### src/pcg_pkg.sv
package pcg_pkg;
  // Register byte offsets on the Avalon-MM slave.
  localparam logic [3:0]  OFS_CTRL1      = 4'h0;
  localparam logic [3:0]  OFS_CTRL2      = 4'h4;
  localparam logic [3:0]  OFS_TERM_LO    = 4'h8;
  localparam logic [3:0]  OFS_TERM_HI    = 4'hC;
  localparam int          ADDR_W         = 4;
  // The data port and the result port are separate windows at higher offsets.
  localparam logic [4:0]  OFS_DATA       = 5'h10;
  localparam logic [4:0]  OFS_RESULT     = 5'h14;
  localparam int          BUS_ADDR_W     = 5;
  // Control word one fields.
  localparam int          C1_START       = 0;
  localparam int          C1_LSB_FIRST   = 1;
  localparam int          C1_IRQ_EN      = 2;
  localparam int          C1_DONE        = 8;
  localparam int          C1_BUSY        = 9;
  localparam int          C1_FIFO_EMPTY  = 10;
  localparam int          C1_FIFO_FULL   = 11;
  // Control word two fields.
  localparam int          C2_PLEN_LSB    = 0;
  localparam int          C2_DWIDTH_LSB  = 8;
  localparam int          FIELD_W        = 5;
  localparam logic [4:0]  PLEN_RESET     = 5'h0F;
  localparam logic [4:0]  DWIDTH_RESET   = 5'h07;
  localparam logic [31:0] UNMAPPED_DATA  = 32'h0000_0000;
  localparam int          FIFO_DEPTH     = 8;
  localparam int          DATA_W         = 32;

  typedef enum logic [1:0] {PCG_IDLE, PCG_LOAD, PCG_SHIFT} pcg_state_e;
endpackage : pcg_pkg

### src/pcg_stream_if.sv
`timescale 1ns/1ps
interface pcg_stream_if #(parameter int W = 32);
  logic [W-1:0] data;
  logic         valid;
  logic         ready;
  modport src (output data, output valid, input ready);
  modport snk (input data, input valid, output ready);
endinterface : pcg_stream_if

### src/pcg_fifo.sv
`timescale 1ns/1ps
module pcg_fifo #(
  parameter int WIDTH = 32,
  parameter int DEPTH = 8
) (
  // Clock and reset
  input wire logic clk,
  input wire logic reset,
  // Streams
  pcg_stream_if.snk in_s,
  pcg_stream_if.src out_s,
  // Status
  output logic     full,
  output logic     empty
);
  localparam int PW = $clog2(DEPTH);
  logic [WIDTH-1:0] mem [DEPTH];
  logic [PW:0]      wr_r;
  logic [PW:0]      rd_r;
  wire              push = in_s.valid & in_s.ready;
  wire              pop  = out_s.valid & out_s.ready;

  assign empty       = (wr_r == rd_r);
  assign full        = (wr_r[PW] != rd_r[PW]) && (wr_r[PW-1:0] == rd_r[PW-1:0]);
  assign in_s.ready  = ~full;
  assign out_s.valid = ~empty;
  assign out_s.data  = mem[rd_r[PW-1:0]];

  always_ff @(posedge clk or posedge reset) begin
    if (reset) begin
      wr_r <= '0;
      rd_r <= '0;
    end else begin
      if (push) wr_r <= wr_r + 1'b1;
      if (pop)  rd_r <= rd_r + 1'b1;
    end
  end

  always_ff @(posedge clk) begin
    if (push) mem[wr_r[PW-1:0]] <= in_s.data;
  end

  property p_no_overfill;
    @(posedge clk) disable iff (reset)
      full |=> !(wr_r != $past(wr_r) && rd_r == $past(rd_r));
  endproperty
  a_no_overfill: assert property (p_no_overfill) else $error("fifo pointer advanced while full");
endmodule : pcg_fifo

### src/pcg_crc_top.sv
`timescale 1ns/1ps
module pcg_crc_top (
  // Clock and reset
  input  wire logic                      core_clk,
  input  wire logic                      reset,
  // Avalon-MM slave
  input  wire logic [pcg_pkg::BUS_ADDR_W-1:0] avs_address,
  input  wire logic                      avs_read,
  input  wire logic                      avs_write,
  input  wire logic [31:0]               avs_writedata,
  input  wire logic [3:0]                avs_byteenable,
  output logic [31:0]                    avs_readdata,
  output logic                           avs_waitrequest,
  // Interrupt
  output logic                           crc_irq
);
  import pcg_pkg::*;

  pcg_stream_if #(.W(DATA_W)) fin ();
  pcg_stream_if #(.W(DATA_W)) fout ();
  logic fifo_full;
  logic fifo_empty;

  pcg_fifo #(.WIDTH(DATA_W), .DEPTH(FIFO_DEPTH)) u_fifo (
    .clk   (core_clk),
    .reset (reset),
    .in_s  (fin.snk),
    .out_s (fout.src),
    .full  (fifo_full),
    .empty (fifo_empty)
  );

  // Registers.
  logic        lsb_first_r;
  logic        irq_en_r;
  logic        done_r;
  logic [4:0]  plen_r;
  logic [4:0]  dwidth_r;
  logic [31:0] term_lo_r;
  logic [31:0] term_hi_r;
  logic [31:0] crc_r;
  logic [31:0] crc_nxt;
  logic [31:0] shreg_r;
  logic [4:0]  bitcnt_r;
  logic        ack_r;
  pcg_state_e  state_r;

  function automatic logic [31:0] merge(input logic [31:0] old, input logic [31:0] nw, input logic [3:0] be);
    logic [31:0] r;
    r = old;
    for (int i = 0; i < 4; i++) begin
      if (be[i]) r[i*8 +: 8] = nw[i*8 +: 8];
    end
    return r;
  endfunction : merge

  // Each register occupies a 16-bit term word; low and high words form taps 0..31.
  wire [31:0] taps_raw = {term_hi_r[15:0], term_lo_r[15:0]};
  // Bit 0 is forced, and bit 31 of the term pair is bit x31, so x32 has no storage.
  wire [31:0] taps     = {taps_raw[31:1], 1'b1};
  // Polynomial order is the field plus one, so a field of 31 yields a 32-bit engine.
  wire [31:0] len_mask = (plen_r == 5'h1F) ? 32'hFFFF_FFFF : ((32'h0000_0001 << (plen_r + 5'h01)) - 32'h0000_0001);
  wire [31:0] msb_sel  = 32'h0000_0001 << plen_r;

  // Selected input bit: LSB-first walks upward, MSB-first walks down from bit dwidth_r, the top data bit.
  wire        in_bit   = lsb_first_r ? shreg_r[bitcnt_r] : shreg_r[dwidth_r - bitcnt_r];
  // The top-order term is implicit: feedback is the engine's top bit XOR the input.
  wire        fb       = |(crc_r & msb_sel) ^ in_bit;

  always_comb begin
    crc_nxt = ((crc_r << 1) ^ ({32{fb}} & taps)) & len_mask;
  end

  // Bus decode.
  // Writes land at the edge where the master samples waitrequest low, so nothing moves before the transfer ends.
  wire        acc      = (avs_read | avs_write) & ~ack_r;
  wire        wr_c1    = avs_write & ack_r & (avs_address == {1'b0, OFS_CTRL1});
  wire        wr_c2    = avs_write & ack_r & (avs_address == {1'b0, OFS_CTRL2});
  wire        wr_lo    = avs_write & ack_r & (avs_address == {1'b0, OFS_TERM_LO});
  wire        wr_hi    = avs_write & ack_r & (avs_address == {1'b0, OFS_TERM_HI});
  wire        wr_res   = avs_write & ack_r & (avs_address == OFS_RESULT);
  wire        wr_dat   = avs_write & (avs_address == OFS_DATA);
  wire        dat_ok   = wr_dat & ack_r & fin.ready;
  wire        start    = wr_c1 & avs_writedata[C1_START];
  wire        busy     = (state_r != PCG_IDLE);
  wire        last_bit = (bitcnt_r == dwidth_r);
  // Done rises when the FIFO runs dry after a word; set wins over clear.
  wire        done_set = (state_r == PCG_SHIFT) & last_bit & ~fout.valid;

  assign fin.data  = avs_writedata;
  assign fin.valid = dat_ok;
  assign fout.ready = (state_r == PCG_LOAD);

  // Data writes stall on waitrequest while the FIFO is full.
  wire        take     = acc & ~(wr_dat & ~fin.ready);

  wire [31:0] c1_view  = {20'h0, fifo_full, fifo_empty, busy, done_r, 5'h0, irq_en_r, lsb_first_r, 1'b0};
  wire [31:0] rd_mux   = (avs_address == {1'b0, OFS_CTRL1})   ? c1_view :
                         (avs_address == {1'b0, OFS_CTRL2})   ? {19'h0, dwidth_r, 3'h0, plen_r} :
                         (avs_address == {1'b0, OFS_TERM_LO}) ? {16'h0, term_lo_r[15:0]} :
                         (avs_address == {1'b0, OFS_TERM_HI}) ? {16'h0, term_hi_r[15:0]} :
                         (avs_address == OFS_RESULT)          ? crc_r : UNMAPPED_DATA;

  always_ff @(posedge core_clk or posedge reset) begin
    if (reset) begin
      ack_r           <= 1'b0;
      avs_readdata    <= '0;
    end else begin
      ack_r           <= take;
      if (take & avs_read) avs_readdata <= rd_mux;
    end
  end

  // Waitrequest stays high until the registered acknowledge.
  always_ff @(posedge core_clk or posedge reset) begin
    if (reset) avs_waitrequest <= 1'b1;
    else       avs_waitrequest <= ~take;
  end

  always_ff @(posedge core_clk or posedge reset) begin
    if (reset) begin
      lsb_first_r <= 1'b0;
      irq_en_r    <= 1'b0;
      plen_r      <= PLEN_RESET;
      dwidth_r    <= DWIDTH_RESET;
      term_lo_r   <= '0;
      term_hi_r   <= '0;
    end else begin
      if (wr_c1) begin
        lsb_first_r <= avs_writedata[C1_LSB_FIRST];
        irq_en_r    <= avs_writedata[C1_IRQ_EN];
      end
      if (wr_c2) begin
        plen_r   <= avs_writedata[C2_PLEN_LSB +: FIELD_W];
        dwidth_r <= avs_writedata[C2_DWIDTH_LSB +: FIELD_W];
      end
      if (wr_lo) term_lo_r <= merge(term_lo_r, avs_writedata, avs_byteenable);
      if (wr_hi) term_hi_r <= merge(term_hi_r, avs_writedata, avs_byteenable);
    end
  end

  always_ff @(posedge core_clk or posedge reset) begin
    if (reset) begin
      state_r  <= PCG_IDLE;
      crc_r    <= '0;
      shreg_r  <= '0;
      bitcnt_r <= '0;
      done_r   <= 1'b0;
    end else begin
      if (done_set)   done_r <= 1'b1;
      else if (start) done_r <= 1'b0;
      if (wr_res & ~busy) crc_r <= avs_writedata;
      case (state_r)
        PCG_IDLE: begin
          if (start & fout.valid) state_r <= PCG_LOAD;
        end
        PCG_LOAD: begin
          shreg_r  <= fout.data;
          bitcnt_r <= '0;
          state_r  <= PCG_SHIFT;
        end
        PCG_SHIFT: begin
          crc_r    <= crc_nxt;
          bitcnt_r <= bitcnt_r + 5'h01;
          if (last_bit) state_r <= fout.valid ? PCG_LOAD : PCG_IDLE;
        end
        default: state_r <= PCG_IDLE;
      endcase
    end
  end

  always_ff @(posedge core_clk or posedge reset) begin
    if (reset) crc_irq <= 1'b0;
    else       crc_irq <= done_r & irq_en_r;
  end

  property p_tap0;
    @(posedge core_clk) disable iff (reset) taps[0];
  endproperty
  a_tap0: assert property (p_tap0) else $error("zero term tap missing");

  property p_shift_eq;
    @(posedge core_clk) disable iff (reset)
      (state_r == PCG_SHIFT) |=> (crc_r == ($past(crc_nxt) & $past(len_mask)));
  endproperty
  a_shift_eq: assert property (p_shift_eq) else $error("engine step wrong");

  property p_len_bound;
    @(posedge core_clk) disable iff (reset)
      (state_r == PCG_SHIFT) |=> ((crc_r & ~$past(len_mask)) == 32'h0);
  endproperty
  a_len_bound: assert property (p_len_bound) else $error("engine wider than length");

  property p_plen_wr;
    @(posedge core_clk) disable iff (reset)
      wr_c2 |=> (plen_r == $past(avs_writedata[4:0]));
  endproperty
  a_plen_wr: assert property (p_plen_wr) else $error("length field not written");

  property p_clear_tap;
    @(posedge core_clk) disable iff (reset)
      (state_r == PCG_SHIFT && !fb) |=> (crc_r == ($past(crc_r) << 1 & $past(len_mask)));
  endproperty
  a_clear_tap: assert property (p_clear_tap) else $error("no feedback yet bits altered");

  property p_top_fb;
    @(posedge core_clk) disable iff (reset)
      (state_r == PCG_SHIFT && fb) |=> crc_r[0];
  endproperty
  a_top_fb: assert property (p_top_fb) else $error("feedback not applied at bit zero");

  property p_word_len;
    @(posedge core_clk) disable iff (reset)
      (state_r == PCG_LOAD) |=> (state_r == PCG_SHIFT) [*1] ##0 (bitcnt_r == 5'h00);
  endproperty
  a_word_len: assert property (p_word_len) else $error("word did not start at bit zero");

  property p_irq;
    @(posedge core_clk) disable iff (reset)
      (done_r && irq_en_r) |=> crc_irq;
  endproperty
  a_irq: assert property (p_irq) else $error("interrupt not raised");

  property p_dir;
    @(posedge core_clk) disable iff (reset)
      (state_r == PCG_SHIFT && lsb_first_r && bitcnt_r == 5'h00) |-> (in_bit == shreg_r[0]);
  endproperty
  a_dir: assert property (p_dir) else $error("shift direction wrong");

  property p_tap_step;
    @(posedge core_clk) disable iff (reset)
      (state_r == PCG_SHIFT && fb) |=> (crc_r == ((($past(crc_r) << 1) ^ $past(taps)) & $past(len_mask)));
  endproperty
  a_tap_step: assert property (p_tap_step) else $error("set term did not tap the engine");

  property p_len_mask;
    @(posedge core_clk) disable iff (reset)
      ((len_mask >> plen_r) == 32'h0000_0001);
  endproperty
  a_len_mask: assert property (p_len_mask) else $error("engine width is not length field plus one");

  property p_top32;
    @(posedge core_clk) disable iff (reset)
      (plen_r == 5'h1F) |-> (msb_sel == 32'h8000_0000);
  endproperty
  a_top32: assert property (p_top32) else $error("implicit top term not at bit 31");

  property p_dir_msb;
    @(posedge core_clk) disable iff (reset)
      (state_r == PCG_SHIFT && !lsb_first_r && bitcnt_r == 5'h00) |-> (in_bit == shreg_r[dwidth_r]);
  endproperty
  a_dir_msb: assert property (p_dir_msb) else $error("msb first did not start at top bit");

  property p_word_end;
    @(posedge core_clk) disable iff (reset)
      (state_r == PCG_SHIFT && last_bit && !fout.valid) |=> (state_r == PCG_IDLE && done_r);
  endproperty
  a_word_end: assert property (p_word_end) else $error("last word did not finish");

  property p_load_nonempty;
    @(posedge core_clk) disable iff (reset)
      (state_r == PCG_LOAD) |-> fout.valid;
  endproperty
  a_load_nonempty: assert property (p_load_nonempty) else $error("load from empty fifo");

  property p_push_done;
    @(posedge core_clk) disable iff (reset)
      fin.valid |-> (avs_write && !avs_waitrequest);
  endproperty
  a_push_done: assert property (p_push_done) else $error("fifo push outside a completed write");

  property p_done_hold;
    @(posedge core_clk) disable iff (reset)
      (done_r && !start) |=> done_r;
  endproperty
  a_done_hold: assert property (p_done_hold) else $error("done flag lost without start");

  property p_load_keep;
    @(posedge core_clk) disable iff (reset)
      (state_r == PCG_LOAD) |=> $stable(crc_r);
  endproperty
  a_load_keep: assert property (p_load_keep) else $error("engine moved during load");

  property p_load_data;
    @(posedge core_clk) disable iff (reset)
      (state_r == PCG_LOAD) |=> (shreg_r == $past(fout.data));
  endproperty
  a_load_data: assert property (p_load_data) else $error("loaded word differs from fifo head");
endmodule : pcg_crc_top

### config.mk
export PLATFORM = sky130hd
export DESIGN_NAME = pcg_crc_top
export DESIGN_NICKNAME = d
export VERILOG_FILES = /design/src/pcg_pkg.sv /design/src/pcg_stream_if.sv /design/src/pcg_fifo.sv /design/src/pcg_crc_top.sv
export SDC_FILE = /design/constraint.sdc
export NUM_CORES = 1
export LEC_CHECK = 0
export BUFFER_PORTS_ARGS = -buffer_cell sky130_fd_sc_hd__buf_2
export CAP_MARGIN = 20
export CORE_UTILIZATION = 55
export DETAILED_ROUTE_END_ITERATION = 10
export PLACE_DENSITY_LB_ADDON = 0.08
export SYNTH_ARGS = -nofsm -noshare
export SYNTH_HDL_FRONTEND = slang
export SYNTH_SLANG_ARGS = --single-unit
### constraint.sdc
create_clock -name core_clk -period 5.7 [get_ports core_clk]
set_clock_uncertainty 0.1 [all_clocks]
set_input_delay 0.57 -clock core_clk [delete_from_list [all_inputs] [get_ports core_clk]]
set_output_delay 0.57 -clock core_clk [all_outputs]
set_load 0.03 [all_outputs]
Word level (Yosys, flattened, before mapping)
Memory sizes are Yosys's and may differ from the RTL's. A register that Yosys moved wholly into a read port is not among the register bits. Cells that the tools add are included.

Register bits: 127. RAM bits: 256. Input port bits: 45. Word-level logic and storage cells: 111. Memories kept: 1.

Add/sub/neg operators: 6. Order comparisons: 2. Eq/ne operators: 14. Shifts and indexed selects: 2. Muxes and demuxes: 22. Bitwise logic cells: 33. Reduce and logical (&&, ||, !) cells: 13.

Memory list: u_fifo.mem (depth 8, bits a word 32, read ports 1, clocked after memory_dff 1, wr ports 1, line pcg_fifo.sv:17) `logic [WIDTH-1:0] mem [DEPTH];`.

Operators with widths (number): two-way mux 32 bit (8); bitwise AND 32 bit (3); left shift 1 x 5 -> 32 bit (first input constant) (2); OR reduction 32 bit (1); subtractor 32 x 1 -> 32 bit (second input constant) (1); XOR 32 bit (1); bitwise AND 1 bit (21); == test 5 bit (second input constant) (3); less-than comparator 5 x 6 -> 1 bit (second input constant) (2); adder 5 x 1 -> 5 bit (second input constant) (2); binary-select mux 1 bit (select 5 bit) (2); == test 5 x 4 -> 1 bit (second input constant) (2); case mux 5 bit (2 select lines) (1); AND reduction 2 bit (5); adder 4 x 1 -> 4 bit (second input constant) (2); two-way mux 1 bit (8); nonzero test 2 bit (4); inverter 1 bit (6); case mux 2 bit (3 select lines) (1); == test 5 x 3 -> 1 bit (second input constant) (1); == test 5 bit (1); zero test 5 bit (1); subtractor 5 bit (1); == test 4 bit (1); other kinds (10) (12).

Longest topological paths before layout
Gate-level depths: netlist of run 1.

Depth after elaboration: 9. Depth in mapped cells: 18. Mapped depth without buffers: 14.

Hierarchy
From an unflattened synthesis of run 1, not the netlist that was laid out.

Cell total of the unflattened synthesis: 1464. Area, all modules: 19799.0 µm².

Modules (own cells, without submodules): pcg_fifo (times used 1, cells an instance 434, area an instance 10321.1 µm², seq. area each 7887.6 µm²); pcg_crc_top (times used 1, cells an instance 1030, area an instance 9477.8 µm², seq. area each 3788.6 µm²).

Least setup slack after synthesis of run 1
OpenSTA, ideal clock, no wires.

Kind: input port to flip-flop. Start point: input avs_address[1] (netlist bit). End point: memory u_fifo.mem[0][0] (enable). Data arrival time: 3576 ps. Data required time: 5139 ps. Setup slack: 1563 ps. Stages on the path: 5. Buffers on the path: 0. Cell sequence: nor3_1 > nand2_1 > nor4_1 > nand2b_1 > nor3_1.

Longest elaborated chain between the ends: 7.

Ends and longest elaborated chain: from (decl) (line pcg_crc_top.sv:7) `input wire logic [pcg_pkg::BUS_ADDR_W-1:0] avs_address,`; == test 5 bit (line pcg_crc_top.sv:82) `wire wr_dat = avs_write & (avs_address == OFS_DATA);`; bitwise AND 1 bit (line pcg_crc_top.sv:82); bitwise AND 1 bit (2 in a row) (line pcg_crc_top.sv:83) `wire dat_ok = wr_dat & ack_r & fin.ready;`; bitwise AND 1 bit (line pcg_fifo.sv:20) `wire push = in_s.valid & in_s.ready;`; two-way mux 1 bit (line pcg_fifo.sv:40) `if (push) mem[wr_r[PW-1:0]] <= in_s.data;`; two-way mux 1 bit (implied by the code) (line pcg_fifo.sv:40); to (decl) (line pcg_fifo.sv:17).

No other way between the ends.

Worst setup path in the final report of run 1
Start point: register bitcnt_r[0]. End point: register crc_r[27].

Longest elaborated chain between the ends: 9. Elaborated cells on any way between the ends: 11.

Ends and longest elaborated chain: from (decl) (line pcg_crc_top.sv:44) `logic [4:0] bitcnt_r;`; from (signal assigned) (line pcg_crc_top.sv:164) `bitcnt_r <= bitcnt_r + 5'h01;`; subtractor 5 bit (line pcg_crc_top.sv:66) `wire in_bit = lsb_first_r ? shreg_r[bitcnt_r] : shreg_r[dwidth_r - bitcnt_r];`; binary-select mux 1 bit (select 5 bit) (line pcg_crc_top.sv:66); two-way mux 1 bit (implied by the code) (line pcg_crc_top.sv:66); two-way mux 1 bit (*) (line pcg_crc_top.sv:66); XOR 1 bit (*) (line pcg_crc_top.sv:68) `wire fb = |(crc_r & msb_sel) ^ in_bit;`; bitwise AND 32 bit (*) (line pcg_crc_top.sv:71) `crc_nxt = ((crc_r << 1) ^ ({32{fb}} & taps)) & len_mask;`; XOR 32 bit (*) (line pcg_crc_top.sv:71); bitwise AND 32 bit (*) (line pcg_crc_top.sv:71); two-way mux 32 bit (*) (line pcg_crc_top.sv:153) `case (state_r)`; to (signal assigned) (line pcg_crc_top.sv:152) `if (wr_res & ~busy) crc_r <= avs_writedata;`; to (signal assigned) (line pcg_crc_top.sv:163) `crc_r <= crc_nxt;`; to (decl) (line pcg_crc_top.sv:41) `logic [31:0] crc_r;`.

Every way passes the cells marked *; elsewhere a longest branch is shown, timed or not. The select of a mux whose other input is x is not followed. A chain may end at the register's enable or synchronous reset.

==> impl_results.md, run 1 <==
- Status: completed
- GR Overflow Total: 0
- Yosys cell types: 72
- Post-CTS setup buffer count: 0
- Layout fillers: 2628
- Syn Inst Count: 1495
- Setup Viol. Count Final: 0
- Leakage power: 0.008103 uW
- Area leader, netlist: edfxtp_1
- Total Routing Usage GR: 0.3103
- Achievable Freq: 222.8 MHz
- Number of nets in the layout: 1612
- CTS buffer count: 43
- Relative slew slack: 0.3657
- DP HPWL: 36660 um
- Most common cell in the synthesized netlist: edfxtp_1
- Core region area: 34800 um2
- Sequential area share after synthesis: 0.5967
- Final Hold Vio Count: 0
- H-tree level count: 2
- Non-Filler Instances: 2041
- Sink Count: 415
- Number of global-route vias before repair: 13110
- CTS clk-pin slew, worst paths: 0.06 ns
- DRT iter0 DRCs: 1269
- Clk_lat worst skew: 0.58 ns
- Vias per cell: 6.511
- Kind of critical path: register to register
- YS warnings: 0
- First-pass GRT wire length: 82160 um
- Yosys top cell area share: 0.3928
- Slew @ Worst Pin: 0.9514 ns
- Vias: 13290
- Layout cells sized above 1: 0.2120
- Critical Path Sink Type: register
- Critical Path Source Type: register
- Layout area overhead: 11.94%
- Die area: 36340 um2
- Part of the cycle the worst path needs: 0.7875
- Net Count, Synth: 1557
- Slew Limit Fails: 0
- TNS Setup: 0 ns
- Row count: 68
- Antenna-violating nets left: 0
- Register bit count reported by yosys: 415
- PortBufs: 76
- Ports: 79
- Synth area leaders: edfxtp_1, dfrtp_1, mux4_2, mux2i_1, nand2_1
- Post-Route WL: 54540 um
- Unrepaired setup endpoints after global routing: no
- Initial antenna violation count: 1
- EDFF count, synth: 256
- DR pass1 iterations: 7
- CP arrival: 4.83 ns
- VDD IR-drop max: 280.2 uV
- Syn Area/Cell: 13.09 um2
- DR WL/cell: 26.72 um
- Largest net degree at the start of global routing: 66
- Fin crit period: 4.489 ns
- Die Ht: 190.6 um
- Min-Delay Path Class: primary input to register
- Worst-path maximum fanout: 32
- WP data required: 6.05 ns
- Ys async rst share: 0.3831
- DIE WIDTH: 190.6 um
- CTS tree: done
- Initial Utilization: 0.5623
- Most frequent cells after synthesis: edfxtp_1, nand2_1, dfrtp_1, nor2_1, a21oi_1
- Maximum clock path buffer count: 3
- Main synth FF type: edfxtp_1
- Placed Cells: 1959
- Cell area power density: 470.2 nW/um2
- Mapped Area: 19570 um2
- GPL Wtd Cong: 0.9425
- Max Cap Viol: 0
- CTS root buf: clkbuf_16
- DR DRC count: 0
layout make-up:
type,instances,area [um2],area share
Sequential cell,415,11680,0.5333
Antenna cell,1,2.502,0.0001142
Tap cell,455,569.3,0.02599
Inverter,29,113.9,0.005198
Clock buffer,66,1264,0.05769
Timing Repair Buffer,116,695.7,0.03176
Clock inverter,14,146.4,0.006683
Multi-Input combinational cell,945,7431,0.3392
timing repair:
item                                   CTS  global route
endpoints found under the hold margin   24             0
gates resized for setup                  0             0
hold buffers                             1             0
cell families (layout without fill, tap and decap cells):
family / count (synthesis) / in the layout / share of synthesized area
compound gates: 305 / 305 / 0.1068
xor+xnor: 21 / 21 / 0.01036
fa+ha+maj: 17 / 17 / 0.01125
buf+inv: 135 / 225 / 0.02730
flops: 415 / 415 / 0.5967
mux: 189 / 189 / 0.1499
other cells: 0 / 1 / 0
simple gates: 413 / 413 / 0.09776
stage by stage:
step | power, uW | cell area (um2) | worst slack (ns) | utilization | hold WS, ns
6_report | 10300 | 21900 | 1.211 | 0.6295 | 0.2349
5_1_grt | 10770 | 21900 | 0.9104 | 0.6294 | 0.2395
4_1_cts | 10330 | 21900 | 1.202 | 0.6294 | 0.2176
3_5_place_dp | 7529 | 20480 | 1.258 | 0.5886 | 0.3611
3_3_place_gp | 7480 | 20480 | 1.315 | 0.5886 | 0.3588
2_1_floorplan | 6445 | 19570 | 0.7517 | - | 0.3601
state kept, by name, indices dropped and copies added (netlist names):
signal           count
ack_r                1
avs_readdata        32
avs_waitrequest      1
bitcnt_r             5
crc_irq              1
crc_r               32
done_r               1
dwidth_r             5
irq_en_r             1
lsb_first_r          1
plen_r               5
shreg_r             32
state_r              2
term_hi_r           16
term_lo_r           16
u_fifo.mem         256
u_fifo.rd_r          4
u_fifo.wr_r          4
critical path: stages, from the launching register on:
cell	delay (ns)
dfrtp_1	0.66
ha_1	0.24
inv_1	0.06
fa_1	0.81
mux4_2	0.57
mux2i_1	0.21
mux4_2	0.36
a211o_1	0.16
o2111ai_4	0.48
buf_12	0.38
o311ai_0	0.31
path summary, 6_finish.rpt:
kind | end | startpoint | cells after the start | slack, ns
worst max-delay path | crc_r[27] | bitcnt_r[0] | 10 | 1.21
worst min-delay path | u_fifo.mem[0][14] | avs_writedata[14] | 1 | 0.23
min in group asynchronous | term_lo_r[2] | reset | 3 | 0.54
worst min register to register | avs_readdata[17] | avs_readdata[17] | 2 | 0.38
max in group asynchronous | u_fifo.rd_r[0] | reset | 4 | 3.73
worst max register to register | crc_r[27] | bitcnt_r[0] | 10 | 1.21
per-layer routing:
metal	up-vias	routed length, um	track usage
met5	-	0	0
li1	5882	-	-
met2	491	26380	0.5027
met3	120	2721	0.04380
met1	6796	22440	0.4090
met4	0	3000	0.1631
cells in the final DEF, fill, tap and decap left out, types with 7 or more instances in the layout:
cell type  instances
dfrtp_1          148
o32a_1             7
and3_1            13
edfxtp_1         256
a211oi_1           9
mux4_2            76
nand4_1           14
mux2i_1           65
buf_4             38
a221oi_1           7
o32ai_1           15
nand3_1           30
xnor2_1           14
clkbuf_8           8
nand2_1          170
nand2b_1          15
o211ai_1          12
clkbuf_16         44
mux2_2            46
o31ai_1           13
clkbuf_1          14
nor3b_1            8
buf_2             76
nor2_1            90
a222oi_1           8
ha_1              14
a21oi_1           81
nor3_1            24
o21ai_0           57
a31oi_1           11
dfstp_2            8
nor4b_1           13
inv_1             25
a22oi_1            9
a211o_1           14
o22ai_1            7
power breakdown:
group | total [uW] | internal, uW | switching (uW)
Clock | 2800 | 1630 | 1170
Combinational | 3480 | 1460 | 2020
Sequential | 4020 | 3490 | 521
Total | 10300 | 6580 | 3720
(Power assumes the default switching activity.)
==> run 2: changes to the inputs <==
==> constraint.sdc (replaced) <==
create_clock -name core_clk -period 4.1 [get_ports core_clk]
set_clock_uncertainty 0.1 [all_clocks]
set_input_delay 0.41 -clock core_clk [delete_from_list [all_inputs] [get_ports core_clk]]
set_output_delay 0.41 -clock core_clk [all_outputs]
set_load 0.03 [all_outputs]
==> run 2 against run 1 <==
  * The run now ends with hold timing left
  * Via count is 0.48% higher
  * Combinational power is 45% higher
  * Register-to-register slack worse by 0.98 ns
  * Die area is the same
  * Critical path depth is 2 higher
  * Clock power rose by 44%
  * Flip-flop and latch count unchanged
  * Sequential power increased by 35%
  * Worst hold slack got worse by 0.26 ns
  * Count of clock-buffer cells in the layout decreased by 14
  * Fmax increased by 16%
  * Power rose by 41%
  * Highest routed layer unchanged
==> impl_results.md, run 2 (synthesis gave the netlist of run 1 again) <==
- Critical Path Max Stage Delay: 0.60 ns
- Slowest cell on the critical path: fa_1
- CP arrival: 4.22 ns
- PortBufs: 76
- Min-Delay Path Class: primary input to asynchronous set/reset pin
- Final hold slack: -0.02217 ns
- PostCTS Resize Cnt: 0
- CTS root buf: clkbuf_16
- Post-CTS setup buffer count: 0
- Final Hold Vio Count: 3
- Most frequent cells in the layout: edfxtp_1, nand2_1, dfrtp_1, nor2_1, a21oi_1
- Fin crit period: 3.871 ns
- Core region area: 34800 um2
- First-pass GRT wire length: 82440 um
- Most common cell after layout, fill and taps aside: edfxtp_1
- DR WL/cell: 26.58 um
- Design Area, Final: 22150 um2
- Max Cap Viol: 0
- Critical Path Source Type: register
- Logic gate share of total power: 0.348
- Net Sw Frac: 0.3593
- Initial Utilization: 0.5623
- Slew @ Worst Pin: 1.001 ns
- Ports: 79
- Number of nets in the layout: 1629
- CTS tree: done
- CP Launch Point: dwidth_r[0]
- Critical Path Sink Type: register
- Unrepaired setup endpoints after global routing: no
- Leakage power: 0.008211 uW
- Post-Route WL: 54700 um
- Layout fillers: 2602
- Hold Buf Count CTS: 0
- CP cell instances: inv_1, ha_1, inv_1, fa_1, mux4_2, mux2i_1, mux4_2, a211o_1, o2111ai_4, buf_4, nor3_1, a211o_1
- DR pass1 iterations: 7
- Number of global-route vias before repair: 13330
- DP HPWL: 36440 um
- TNS Setup: 0 ns
- Clk_lat worst skew: 0.57 ns
- Area of the multi-input gates: 7443 um2
- Achievable Freq: 258.3 MHz
- CTS clk-pin slew, worst paths: 0.06 ns
- Row count: 68
- Slew Limit Fails: 0
- RR Startpoint: dwidth_r[0]
- Switching power: 5211 uW
- Layout area overhead: 13.17%
- Buf/Inv on CP: 3
- Vias: 13350
- VDD IR-drop max: 467.4 uV
- GPL Wtd Cong: 0.9393
- H-tree level count: 2
- DRT iter0 DRCs: 1389
- Antenna-violating nets left: 0
- Clock share of power: 0.279
- DR DRC count: 0
- Post-place setup slack: 0.2195 ns
- Total Routing Usage GR: 0.3112
- Area after DPL: 20660 um2
- Initial antenna violation count: 1
- Status: finished with violations
- Worst-path maximum fanout: 20
- Int Pwr: 9290 uW
- Largest net degree at the start of global routing: 160
- Layout cells sized above 1: 0.2260
- WP data required: 4.45 ns
- GR Overflow Total: 0
- Vias per cell: 6.488
- Setup Viol. Count Final: 0
- Die Ht: 190.6 um
- Part of the cycle the worst path needs: 0.9442
- Maximum clock path buffer count: 3
- Violated checks: hold timing
- Relative slew slack: 0.3328
- Setup ws final: 0.2289 ns
- Die area: 36340 um2
- Number of flip-flops in the largest register: 256
- DIE WIDTH: 190.6 um
- Sink Count: 415
- CTS buffer count: 44
- Util after Layout: 0.6364
- Crit-path leading delay family: multiplexers
- Cell area power density: 654.8 nW/um2
- Kind of critical path: register to register
- Sequential share of power: 0.373
- Register Area: 11680 um2
-- run 2: changes by cell type in the layout (fill, tap and decap cells not counted), sizes merged --
cell	delta
clkinvlp	+4
bufinv	+3
clkinv	+8
clkbuf	-14
buf	+17
dlygate4sd3	-1
-- run 2: worst min-delay path: stages --
cell        delay [ns]
buf_2             0.11
clkinvlp_4        0.07
buf_12            0.60
-- run 2: path summary, 6_finish.rpt --
| check | end | slack, ns | depth (start not counted) |
|---|---|---|---|
| worst min-delay path | avs_readdata[7] | -0.02 | 3 |
| worst max register to register | crc_r[31] | 0.23 | 12 |
| worst max-delay path | crc_r[31] | 0.23 | 12 |
| worst min register to register | avs_readdata[18] | 0.38 | 2 |
| max in group asynchronous | shreg_r[5] | 3.20 | 3 |
| min in group core_clk | u_fifo.mem[2][14] | 0.07 | 1 |
-- run 2: area by class of cell --
class                      count  share of cell area
sequential                   415              0.5275
multi-input combinational    945              0.3361
clock buffer                  52             0.05198
timing repair buffer         132             0.03842
tap                          455             0.02571
clock inverter                29             0.01503
inverter                      29            0.005085
antenna                        1           0.0001130
-- run 2: metal layers --
layer	up-vias	GRT usage	share of wire
li1	5909	-	-
met1	6717	0.4058	0.40
met2	581	0.4992	0.47
met3	146	0.04472	0.059
met4	0	0.1840	0.064
met5	-	0	0
-- run 2: power by group through the flow --
stage,Clock [uW],Sequential (uW),Combinational (uW)
after floorplan,0,5240,3720
after global placement,0,5470,4940
after detailed placement,0,5480,5020
after CTS,4110,5400,5050
after global routing,4270,5450,5470
final,4040,5410,5050
-- run 2: through the flow --
stage                     power, uW  instances
after floorplan                8960       1495
after global placement        10400       1976
after detailed placement      10500       1976
after CTS                     14550       2057
after global routing          15180       2057
final                         14500       2058
